$ cat src/logic/cod_defines.vh
// Constants for the coprocessor opcode decoder
// Contract
// - Coprocessor rt with bits 20:19 zero: 0-3 are the four condition branches; rest reserved.
// - System coprocessor functions: entry read, write indexed, write random, probe, returns, wait.
// - Unassigned system coprocessor functions act as no-operation, never reserved-instruction.
// - Multiply-accumulate function 0 signed, 1 unsigned; the other 62 codes reserved.
// - Reserved encodings of primary, special, rt and multiply tables raise reserved-instruction.
// - Class opcodes are never executed; a further field is decoded through its table.
// - Coprocessor opcodes raise coprocessor-unusable when that coprocessor is not accessible.
// - Coprocessor 3 opcode accepted only with the branch sub-operation; otherwise reserved.
// - Doubleword instructions only in kernel or 64-bit user/supervisor; else reserved.
// - Floating-point instructions are coprocessor unit 1 instructions.
// - Classify as immediate (loads/stores), register (FP operations) or branch/move group.
// - FP operation with reserved or unsupported format raises unimplemented-instruction.
// - Divide and square root valid for single and double, reserved for word and longword.
// - Round, truncate, ceiling, floor conversions valid for single and double sources.
// - Predicate and complement share a code; branch true/false selects it or its negation.
// - Code bits: 0 unordered, 1 equal, 2 less; codes 8-15 flag invalid when unordered.
// - Format field: 16 single, 17 double, 20 word, 21 longword; others reserved.
`ifndef COD_DEFINES_VH
`define COD_DEFINES_VH

`define COD_REG_CTRL 4'h0
`define COD_REG_STATUS 4'h4
`define COD_REG_MASK 4'h8
`define COD_REG_LAST 4'hc
`define COD_CTRL_RESET 32'h0000_0001
`define COD_CTRL_EN_BIT 0
`define COD_EV_RESERVED 0
`define COD_EV_COP_UNUSABLE 1
`define COD_EV_FP_UNIMPL 2
`define COD_EV_CMP_INVALID 3
`define COD_EV_WIDTH 4

`define COD_OP_SPECIAL 6'h00
`define COD_OP_REGIMM 6'h01
`define COD_OP_SYSTEM_COPROCESSOR 6'h10
`define COD_OP_COP1 6'h11
`define COD_OP_COP3 6'h13
`define COD_OP_MAC 6'h1c
`define COD_RS_BRANCH 5'h08

`define COD_FMT_SINGLE 5'h10
`define COD_FMT_DOUBLE 5'h11
`define COD_FMT_WORD 5'h14
`define COD_FMT_LONG 5'h15

`define COD_FN_XLATE_READ 6'h01
`define COD_FN_XLATE_WR_IDX 6'h02
`define COD_FN_XLATE_WR_RND 6'h06
`define COD_FN_XLATE_PROBE 6'h08
`define COD_FN_EXC_RETURN 6'h18
`define COD_FN_DBG_RETURN 6'h1f
`define COD_FN_WAIT 6'h20
`define COD_FN_SIGNED_MULTIPLY_ADD_S 6'h00
`define COD_FN_SIGNED_MULTIPLY_ADD_U 6'h01
`define COD_FN_CVT_S 6'h20
`define COD_FN_CVT_D 6'h21
`define COD_FN_CVT_W 6'h24
`define COD_FN_CVT_L 6'h25

`define COD_CLS_NONE 5'h00
`define COD_CLS_BR_FALSE 5'h01
`define COD_CLS_BR_TRUE 5'h02
`define COD_CLS_BR_FALSE_LIKELY 5'h03
`define COD_CLS_BR_TRUE_LIKELY 5'h04
`define COD_CLS_XLATE_READ 5'h05
`define COD_CLS_XLATE_WR_IDX 5'h06
`define COD_CLS_XLATE_WR_RND 5'h07
`define COD_CLS_XLATE_PROBE 5'h08
`define COD_CLS_EXC_RETURN 5'h09
`define COD_CLS_DBG_RETURN 5'h0a
`define COD_CLS_WAIT 5'h0b
`define COD_CLS_SIGNED_MULTIPLY_ADD_S 5'h0c
`define COD_CLS_SIGNED_MULTIPLY_ADD_U 5'h0d
`define COD_CLS_FP_OP 5'h0e
`define COD_CLS_NOP 5'h0f
`define COD_CLS_OTHER 5'h10
`define COD_CLS_COP_MOVE 5'h11

`define COD_FORM_IMM 2'h0
`define COD_FORM_REG 2'h1
`define COD_FORM_OTHER 2'h2

`endif

$ cat src/logic/cod_decoder.v
// Coprocessor and secondary opcode decoder with Avalon-MM status registers
`timescale 1ns/1ns
`include "cod_defines.vh"

module cod_decoder (
    input wire mclk_in,
    input wire rst_in,
    input wire [3:0] avs_address_in,
    input wire avs_read_in,
    input wire avs_write_in,
    input wire [31:0] avs_writedata_in,
    input wire [3:0] avs_byteenable_in,
    output reg [31:0] avs_readdata_out,
    output wire avs_waitrequest_out,
    output wire irq_out,
    input wire instr_valid_in,
    input wire [31:0] instr_in,
    input wire kernel_mode_in,
    input wire mode64_in,
    input wire [3:0] cop_usable_in,
    input wire fcc_in,
    input wire cmp_unordered_in,
    input wire cmp_less_in,
    input wire cmp_equal_in,
    output reg dec_valid_out,
    output reg [4:0] op_class_out,
    output reg [1:0] form_out,
    output reg exc_reserved_out,
    output reg exc_cop_unusable_out,
    output reg exc_fp_unimpl_out,
    output reg branch_take_out,
    output reg cmp_result_out,
    output reg cmp_invalid_out
);

    // Reserved entries of the special function table
    function special_reserved;
        input [5:0] fn;
        begin
            case (fn)
                6'h01, 6'h05, 6'h0a, 6'h0b, 6'h15, 6'h28, 6'h29, 6'h35, 6'h37, 6'h39, 6'h3d: special_reserved = 1'b1;
                default: special_reserved = 1'b0;
            endcase
        end
    endfunction

    // Doubleword entries of the special function table
    function special_dword;
        input [5:0] fn;
        begin
            case (fn)
                6'h14, 6'h16, 6'h17, 6'h1c, 6'h1d, 6'h1e, 6'h1f, 6'h2c, 6'h2d, 6'h2e, 6'h2f,
                6'h38, 6'h3a, 6'h3b, 6'h3c, 6'h3e, 6'h3f: special_dword = 1'b1;
                default: special_dword = 1'b0;
            endcase
        end
    endfunction

    // Reserved entries of the primary table
    function primary_reserved;
        input [5:0] op;
        begin
            case (op)
                6'h1d, 6'h1e, 6'h1f, 6'h3b: primary_reserved = 1'b1;
                default: primary_reserved = 1'b0;
            endcase
        end
    endfunction

    // Doubleword entries of the primary table
    function primary_dword;
        input [5:0] op;
        begin
            case (op)
                6'h18, 6'h19, 6'h1a, 6'h1b, 6'h27, 6'h2c, 6'h2d, 6'h34, 6'h37, 6'h3c, 6'h3f: primary_dword = 1'b1;
                default: primary_dword = 1'b0;
            endcase
        end
    endfunction

    // Reserved entries of the register-immediate table
    function regimm_reserved;
        input [4:0] rt;
        begin
            case (rt)
                5'h00, 5'h01, 5'h02, 5'h03, 5'h08, 5'h09, 5'h0a, 5'h0b, 5'h0c, 5'h0e,
                5'h10, 5'h11, 5'h12, 5'h13: regimm_reserved = 1'b0;
                default: regimm_reserved = 1'b1;
            endcase
        end
    endfunction

    // Operation and format pair accepted by the floating-point unit
    function fp_pair_valid;
        input [5:0] fn;
        input [4:0] fmt;
        reg is_float;
        reg is_fixed;
        begin
            is_float = (fmt == `COD_FMT_SINGLE) || (fmt == `COD_FMT_DOUBLE);
            is_fixed = (fmt == `COD_FMT_WORD) || (fmt == `COD_FMT_LONG);
            fp_pair_valid = 1'b0;
            if (fn[5:4] == 2'b00) begin
                fp_pair_valid = is_float;
            end else if (fn[5:4] == 2'b11) begin
                fp_pair_valid = is_float;
            end else if (fn == `COD_FN_CVT_S) begin
                fp_pair_valid = is_fixed || (fmt == `COD_FMT_DOUBLE);
            end else if (fn == `COD_FN_CVT_D) begin
                fp_pair_valid = is_fixed || (fmt == `COD_FMT_SINGLE);
            end else if (fn == `COD_FN_CVT_W || fn == `COD_FN_CVT_L) begin
                fp_pair_valid = is_float;
            end
        end
    endfunction

    // Instruction fields
    wire [5:0] opcode = instr_in[31:26];
    wire [4:0] rs = instr_in[25:21];
    wire [4:0] rt = instr_in[20:16];
    wire [5:0] fn = instr_in[5:0];
    wire [1:0] cop_num = opcode[1:0];
    wire is_cop = (opcode[5:2] == 4'b0100);
    wire is_cop_mem = (opcode[5:4] == 2'b11) && (opcode[1:0] != 2'b00) && (opcode[1:0] != 2'b11);
    wire dword_ok = kernel_mode_in || mode64_in;

    // Registers
    reg [31:0] ctrl_reg;
    reg [`COD_EV_WIDTH-1:0] status_reg;
    reg [`COD_EV_WIDTH-1:0] status_next;
    reg [`COD_EV_WIDTH-1:0] mask_reg;
    reg rvalid_reg;

    // Combinational decode
    reg [4:0] cls_next;
    reg [1:0] form_next;
    reg resv_next;
    reg cu_next;
    reg unimpl_next;
    reg take_next;
    reg cmp_next;
    reg inv_next;
    reg is_compare;

    always @* begin
        cls_next = `COD_CLS_OTHER;
        form_next = `COD_FORM_OTHER;
        resv_next = 1'b0;
        cu_next = 1'b0;
        unimpl_next = 1'b0;
        take_next = 1'b0;
        is_compare = 1'b0;
        cmp_next = (fn[0] & cmp_unordered_in) | (fn[1] & cmp_equal_in) | (fn[2] & cmp_less_in);
        inv_next = 1'b0;
        if (opcode[5]) begin
            form_next = `COD_FORM_IMM;
        end
        if (primary_reserved(opcode)) begin
            resv_next = 1'b1;
        end else if (primary_dword(opcode) && !dword_ok) begin
            resv_next = 1'b1;
        end else if (opcode == `COD_OP_SPECIAL) begin
            resv_next = special_reserved(fn) || (special_dword(fn) && !dword_ok);
        end else if (opcode == `COD_OP_REGIMM) begin
            resv_next = regimm_reserved(rt);
        end else if (opcode == `COD_OP_MAC) begin
            case (fn)
                `COD_FN_SIGNED_MULTIPLY_ADD_S: cls_next = `COD_CLS_SIGNED_MULTIPLY_ADD_S;
                `COD_FN_SIGNED_MULTIPLY_ADD_U: cls_next = `COD_CLS_SIGNED_MULTIPLY_ADD_U;
                default: resv_next = 1'b1;
            endcase
        end else if (is_cop_mem) begin
            cu_next = !(cop_usable_in[opcode[1:0]]);
        end else if (is_cop) begin
            if (!(cop_usable_in[cop_num] || (cop_num == 2'b00 && kernel_mode_in))) begin
                cu_next = 1'b1;
            end else if (rs == `COD_RS_BRANCH) begin
                if (rt[4:3] == 2'b00 && rt[2] == 1'b0) begin
                    case (rt[1:0])
                        2'b00: cls_next = `COD_CLS_BR_FALSE;
                        2'b01: cls_next = `COD_CLS_BR_TRUE;
                        2'b10: cls_next = `COD_CLS_BR_FALSE_LIKELY;
                        default: cls_next = `COD_CLS_BR_TRUE_LIKELY;
                    endcase
                    take_next = rt[0] ? fcc_in : ~fcc_in;
                end else begin
                    resv_next = 1'b1;
                end
            end else if (opcode == `COD_OP_COP3) begin
                resv_next = 1'b1;
            end else if (rs[4]) begin
                if (opcode == `COD_OP_SYSTEM_COPROCESSOR) begin
                    case (fn)
                        `COD_FN_XLATE_READ: cls_next = `COD_CLS_XLATE_READ;
                        `COD_FN_XLATE_WR_IDX: cls_next = `COD_CLS_XLATE_WR_IDX;
                        `COD_FN_XLATE_WR_RND: cls_next = `COD_CLS_XLATE_WR_RND;
                        `COD_FN_XLATE_PROBE: cls_next = `COD_CLS_XLATE_PROBE;
                        `COD_FN_EXC_RETURN: cls_next = `COD_CLS_EXC_RETURN;
                        `COD_FN_DBG_RETURN: cls_next = `COD_CLS_DBG_RETURN;
                        `COD_FN_WAIT: cls_next = `COD_CLS_WAIT;
                        default: cls_next = `COD_CLS_NOP;
                    endcase
                end else if (opcode == `COD_OP_COP1) begin
                    cls_next = `COD_CLS_FP_OP;
                    form_next = `COD_FORM_REG;
                    unimpl_next = !fp_pair_valid(fn, rs);
                    is_compare = (fn[5:4] == 2'b11);
                    inv_next = is_compare && fn[3] && cmp_unordered_in && !unimpl_next;
                end
            end else begin
                cls_next = `COD_CLS_COP_MOVE;
                case (rs[2:0])
                    3'h3, 3'h7: resv_next = 1'b1;
                    3'h1, 3'h5: resv_next = rs[3] || !dword_ok;
                    default: resv_next = rs[3];
                endcase
            end
        end
        if (resv_next || cu_next) begin
            cls_next = `COD_CLS_NONE;
        end
    end

    // Decode results, one clock after the word
    always @(posedge mclk_in or posedge rst_in) begin
        if (rst_in) begin
            dec_valid_out <= 1'b0;
            op_class_out <= `COD_CLS_NONE;
            form_out <= `COD_FORM_OTHER;
            exc_reserved_out <= 1'b0;
            exc_cop_unusable_out <= 1'b0;
            exc_fp_unimpl_out <= 1'b0;
            branch_take_out <= 1'b0;
            cmp_result_out <= 1'b0;
            cmp_invalid_out <= 1'b0;
        end else if (instr_valid_in && ctrl_reg[`COD_CTRL_EN_BIT]) begin
            dec_valid_out <= 1'b1;
            op_class_out <= cls_next;
            form_out <= form_next;
            exc_reserved_out <= resv_next;
            exc_cop_unusable_out <= cu_next;
            exc_fp_unimpl_out <= unimpl_next;
            branch_take_out <= take_next;
            cmp_result_out <= is_compare & cmp_next;
            cmp_invalid_out <= inv_next;
        end else begin
            dec_valid_out <= 1'b0;
            op_class_out <= `COD_CLS_NONE;
            form_out <= `COD_FORM_OTHER;
            exc_reserved_out <= 1'b0;
            exc_cop_unusable_out <= 1'b0;
            exc_fp_unimpl_out <= 1'b0;
            branch_take_out <= 1'b0;
            cmp_result_out <= 1'b0;
            cmp_invalid_out <= 1'b0;
        end
    end

    // Bus access decode
    wire wr_ctrl = avs_write_in && (avs_address_in == `COD_REG_CTRL);
    wire wr_status = avs_write_in && (avs_address_in == `COD_REG_STATUS) && avs_byteenable_in[0];
    wire wr_mask = avs_write_in && (avs_address_in == `COD_REG_MASK) && avs_byteenable_in[0];
    wire [`COD_EV_WIDTH-1:0] events = {dec_valid_out & cmp_invalid_out, dec_valid_out & exc_fp_unimpl_out,
                                       dec_valid_out & exc_cop_unusable_out, dec_valid_out & exc_reserved_out};

    // Sticky status, set wins over clear
    always @* begin
        status_next = status_reg;
        if (wr_status) begin
            status_next = status_reg & ~avs_writedata_in[`COD_EV_WIDTH-1:0];
        end
        status_next = status_next | events;
    end

    always @(posedge mclk_in or posedge rst_in) begin
        if (rst_in) begin
            ctrl_reg <= `COD_CTRL_RESET;
            status_reg <= {`COD_EV_WIDTH{1'b0}};
            mask_reg <= {`COD_EV_WIDTH{1'b0}};
        end else begin
            status_reg <= status_next;
            if (wr_mask) begin
                mask_reg <= avs_writedata_in[`COD_EV_WIDTH-1:0];
            end
            if (wr_ctrl && avs_byteenable_in[0]) begin
                ctrl_reg[7:0] <= avs_writedata_in[7:0];
            end
            if (wr_ctrl && avs_byteenable_in[1]) begin
                ctrl_reg[15:8] <= avs_writedata_in[15:8];
            end
            if (wr_ctrl && avs_byteenable_in[2]) begin
                ctrl_reg[23:16] <= avs_writedata_in[23:16];
            end
            if (wr_ctrl && avs_byteenable_in[3]) begin
                ctrl_reg[31:24] <= avs_writedata_in[31:24];
            end
        end
    end

    // Reads answer one cycle late
    assign avs_waitrequest_out = avs_read_in & ~rvalid_reg;

    always @(posedge mclk_in or posedge rst_in) begin
        if (rst_in) begin
            rvalid_reg <= 1'b0;
            avs_readdata_out <= 32'h0000_0000;
        end else begin
            rvalid_reg <= avs_read_in & ~rvalid_reg;
            if (avs_read_in && !rvalid_reg) begin
                case (avs_address_in)
                    `COD_REG_CTRL: avs_readdata_out <= ctrl_reg;
                    `COD_REG_STATUS: avs_readdata_out <= {28'h0000000, status_reg};
                    `COD_REG_MASK: avs_readdata_out <= {28'h0000000, mask_reg};
                    `COD_REG_LAST: avs_readdata_out <= {18'h00000, op_class_out, form_out, cmp_invalid_out,
                                                        cmp_result_out, branch_take_out, exc_fp_unimpl_out,
                                                        exc_cop_unusable_out, exc_reserved_out, dec_valid_out};
                    default: avs_readdata_out <= 32'h0000_0000;
                endcase
            end
        end
    end

    assign irq_out = |(status_reg & mask_reg);

endmodule

$ cat config.mk
export PLATFORM = sky130hd
export DESIGN_NAME = cod_decoder
export DESIGN_NICKNAME = d
export VERILOG_FILES = /design/src/logic/cod_decoder.v
export VERILOG_INCLUDE_DIRS = /design/src /design/src/logic
export SDC_FILE = /design/constraint.sdc
export NUM_CORES = 1
export LEC_CHECK = 0
export BUFFER_PORTS_ARGS = -buffer_cell sky130_fd_sc_hd__buf_2
export CAP_MARGIN = 20
export CORE_UTILIZATION = 33
export CTS_CLUSTER_SIZE = 25
export DETAILED_ROUTE_END_ITERATION = 10
export GPL_TIMING_DRIVEN = 0
export PLACE_DENSITY = 0.54
export SYNTH_ARGS = -nofsm -noshare
export SYNTH_HDL_FRONTEND = slang
export SYNTH_SLANG_ARGS = --single-unit
$ cat constraint.sdc
create_clock -name mclk_in -period 3.2 [get_ports mclk_in]
set_input_delay 0.32 -clock mclk_in [delete_from_list [all_inputs] [get_ports mclk_in]]
set_output_delay 0.32 -clock mclk_in [all_outputs]
set_load 0.01 [all_outputs]
==> run_results.csv <==
group,metric,value,unit
synth,yosysUniqueCellTypes,53,
pwr,power_density,480,nW/um2
timing,worst_pin_slew,0.587,ns
clocking,clk_transition_reported_paths,0.06,ns
cells_and_area,area_growth,26.0,%
floorplan,die_height,115,um
place,io_buffers,117,
cells_and_area,fin_area,5290,um2
timing,finalSetupTns,0,ns
floorplan,fp.dieArea,13200,um2
cells_and_area,stdcell_count,702,
routing,drc,0,
floorplan,initial_utilization,34.4,%
cells_and_area,drive_gt1_share,36.2,%
clocking,post_cts_buffers,0,
run,maxCapViolations,0,
place,placed_cell_area,5020,um2
worst_setup_path,cp.required,2.88,ns
global_route,grt_pass1_vias,3362,
global_route,track_usage,17.3,%
floorplan,rows,40,
routing,viasPerCell,4.99,
synth,synthFlopType,"dfrtp_1",
worst_setup_path,critical_path_arrival,2.17,ns
clocking,clockBufferDepth,2,
cells_and_area,fill_cells,1214,
clocking,h-tree-depth,3,
pwr,ir_drop,0.228,mV
synth,synth_edf_count,0,
timing,drv_slew,0,
clocking,cts_hold_buf,0,
worst_setup_path,cp_cell_sequence,"nand2b_1, clkbuf_1, inv_1, clkbuf_1, clkbuf_1, buf_2",
routing,wl_per_cell,15.4,um
cells_and_area,final_util,43.3,%
worst_hold_path,worstHoldPathType,"input pin to async pin",
run_status,status,"completed",
synth,seq_area_frac_synth,51.9,%
timing,fmax,401,MHz
pwr,p_leak,2.64,nW
global_route,grt_pass1_wl,17.5,mm
synth,avgSynthCellArea,10.5,um2
routing,drtPass1Iterations,4,
routing,wl,10.8,mm
clocking,root_buffer,"clkbuf_16",
timing,timing.final.crit_share,77.9,%
worst_setup_path,critPathMaxStageDelay,0.47,ns
worst_setup_path,critPathMostFrequentCell,"clkbuf_1",
routing,num_vias,3501,
worst_setup_path,start_kind,"register",
timing,finalHoldViolations,0,
global_route,overflow,0,
timing,slew_headroom,60.8,%
synth,ys_async_sr_fraction,100,%
routing,drt_iter0_drc,254,
clocking,cts_resized,0,
clocking,cts_tree,"built",
synth,synthCells,399,
timing,worst_clock_skew,0.00619,ns
cells_and_area,multi_input_area,1880,um2
floorplan,core-area,12200,um2
cells_and_area,fin_nets,618,
clocking,cts_buffers,9,
timing,fin_crit,2.49,ns
clocking,clk_latency,0.33,ns
floorplan,io_pins,135,
worst_setup_path,worstPathMaxFanout,11,
worst_setup_path,slowest_stage,"clkbuf_1",
cells_and_area,layout_commonest_cell,"buf_2",
global_route,grt_max_degree,47,
synth,synth.ff_latch_count,87,
timing,rsz0062_at_grt,"no",
global_route,grt_antenna_before_repair,0,
cells_and_area,regArea,2180,um2
place,hpwl,8.22,mm
worst_setup_path,crit_type,"register to output pin",
worst_setup_path,crit_path_end_kind,"output pin",
synth,synth_warnings,0,
place,gp_congestion,0.896,
clocking,numClockSinks,87,
synth,synthesis.area,4200,um2
place,dp_cells,685,
synth,synth_nets,489,
timing,setup_violations,0,
floorplan,die_x,115,um
cells_and_area,final_cell_mix,"buf_2 (122), dfrtp_1 (85), nand2_1 (67)",
routing,detail-route-antenna-nets,0,
## cell families after synthesis
kind of cell    count (synthesis)  synth area share [%]
simple gates                  163                  19.4
flops                          87                  51.9
compound gates                 69                  11.3
mux                            43                  12.5
buf+inv                        31                  3.31
xor+xnor                        3                 0.626
fa+ha+maj                       3                 0.894
## cells in the mapped netlist (all sizes together), types with 8 or more instances
cell type | count | area, um2
a22oi | 12 | 90.1
clkbuf | 16 | 61.3
dfrtp | 85 | 2130
inv | 8 | 30.0
mux2 | 37 | 417
nand2 | 67 | 251
nand3 | 27 | 135
nor2 | 18 | 67.6
nor2b | 8 | 50.1
nor3 | 8 | 40.0
o21ai | 18 | 90.1
## stage by stage
| stage | power (W) | worst slack, ns | hold slack (ns) |
|---|---|---|---|
| detailed placement | 0.00163 | 1.03 | 0.412 |
| CTS | 0.00257 | 0.664 | 0.0555 |
| finish | 0.00254 | 0.706 | 0.0416 |
| global placement | 0.00161 | -0.399 | 0.445 |
| floorplan | 0.00149 | 0.633 | 0.461 |
| global route | 0.00267 | 0.479 | 0.0967 |
## path summary, 6_finish.rpt
check	startpoint	to	slack (ns)	depth (start not counted)
max	rvalid_reg$_DFF_PP0_	avs_waitrequest_out	0.71	6
min	rst_in	avs_readdata_out[21]$_DFFE_PP0P_	0.04	2
max reg2reg	rvalid_reg$_DFF_PP0_	avs_readdata_out[26]$_DFFE_PP0P_	1.30	7
min reg2reg	avs_readdata_out[29]$_DFFE_PP0P_	avs_readdata_out[29]$_DFFE_PP0P_	0.46	2
max in group asynchronous	rst_in	ctrl_reg[0]$_DFFE_PP1P_	2.49	3
min in group mclk_in	instr_in[31]	form_out[1]$_DFF_PP1_	0.21	2
## layer usage
layer | routed length [um] | vias to the layer above | GRT usage (%)
met1 | 5000 | 1657 | 23.5
met4 | 202 | 0 | 7.45
met5 | 0 | - | 0
li1 | - | 1693 | -
met2 | 5050 | 137 | 27.8
met3 | 595 | 14 | 2.37
## report_power, final
group          internal, W  total [W]  switching [W]
clock network     0.000518   0.000933       0.000415
logic             0.000170   0.000341       0.000172
registers          0.00121    0.00127      0.0000591
## critical path, delay by kind of cell (launching register included)
family	cells	cell delay [ns]
DFF	1	0.35
and+or+nand+nor	1	0.13
buffers and inverters	5	1.36
## final cells by class
type	count	area share (%)
antenna	1	0.0473
buffer	23	2.06
clock buffer	9	4.26
clock inverter	7	0.757
inverter	8	0.615
multi-input combinational	281	35.5
sequential	87	41.2
tap	168	3.97
timing repair buffer	118	11.6
No activity file was read; power rests on OpenSTA's default activity.
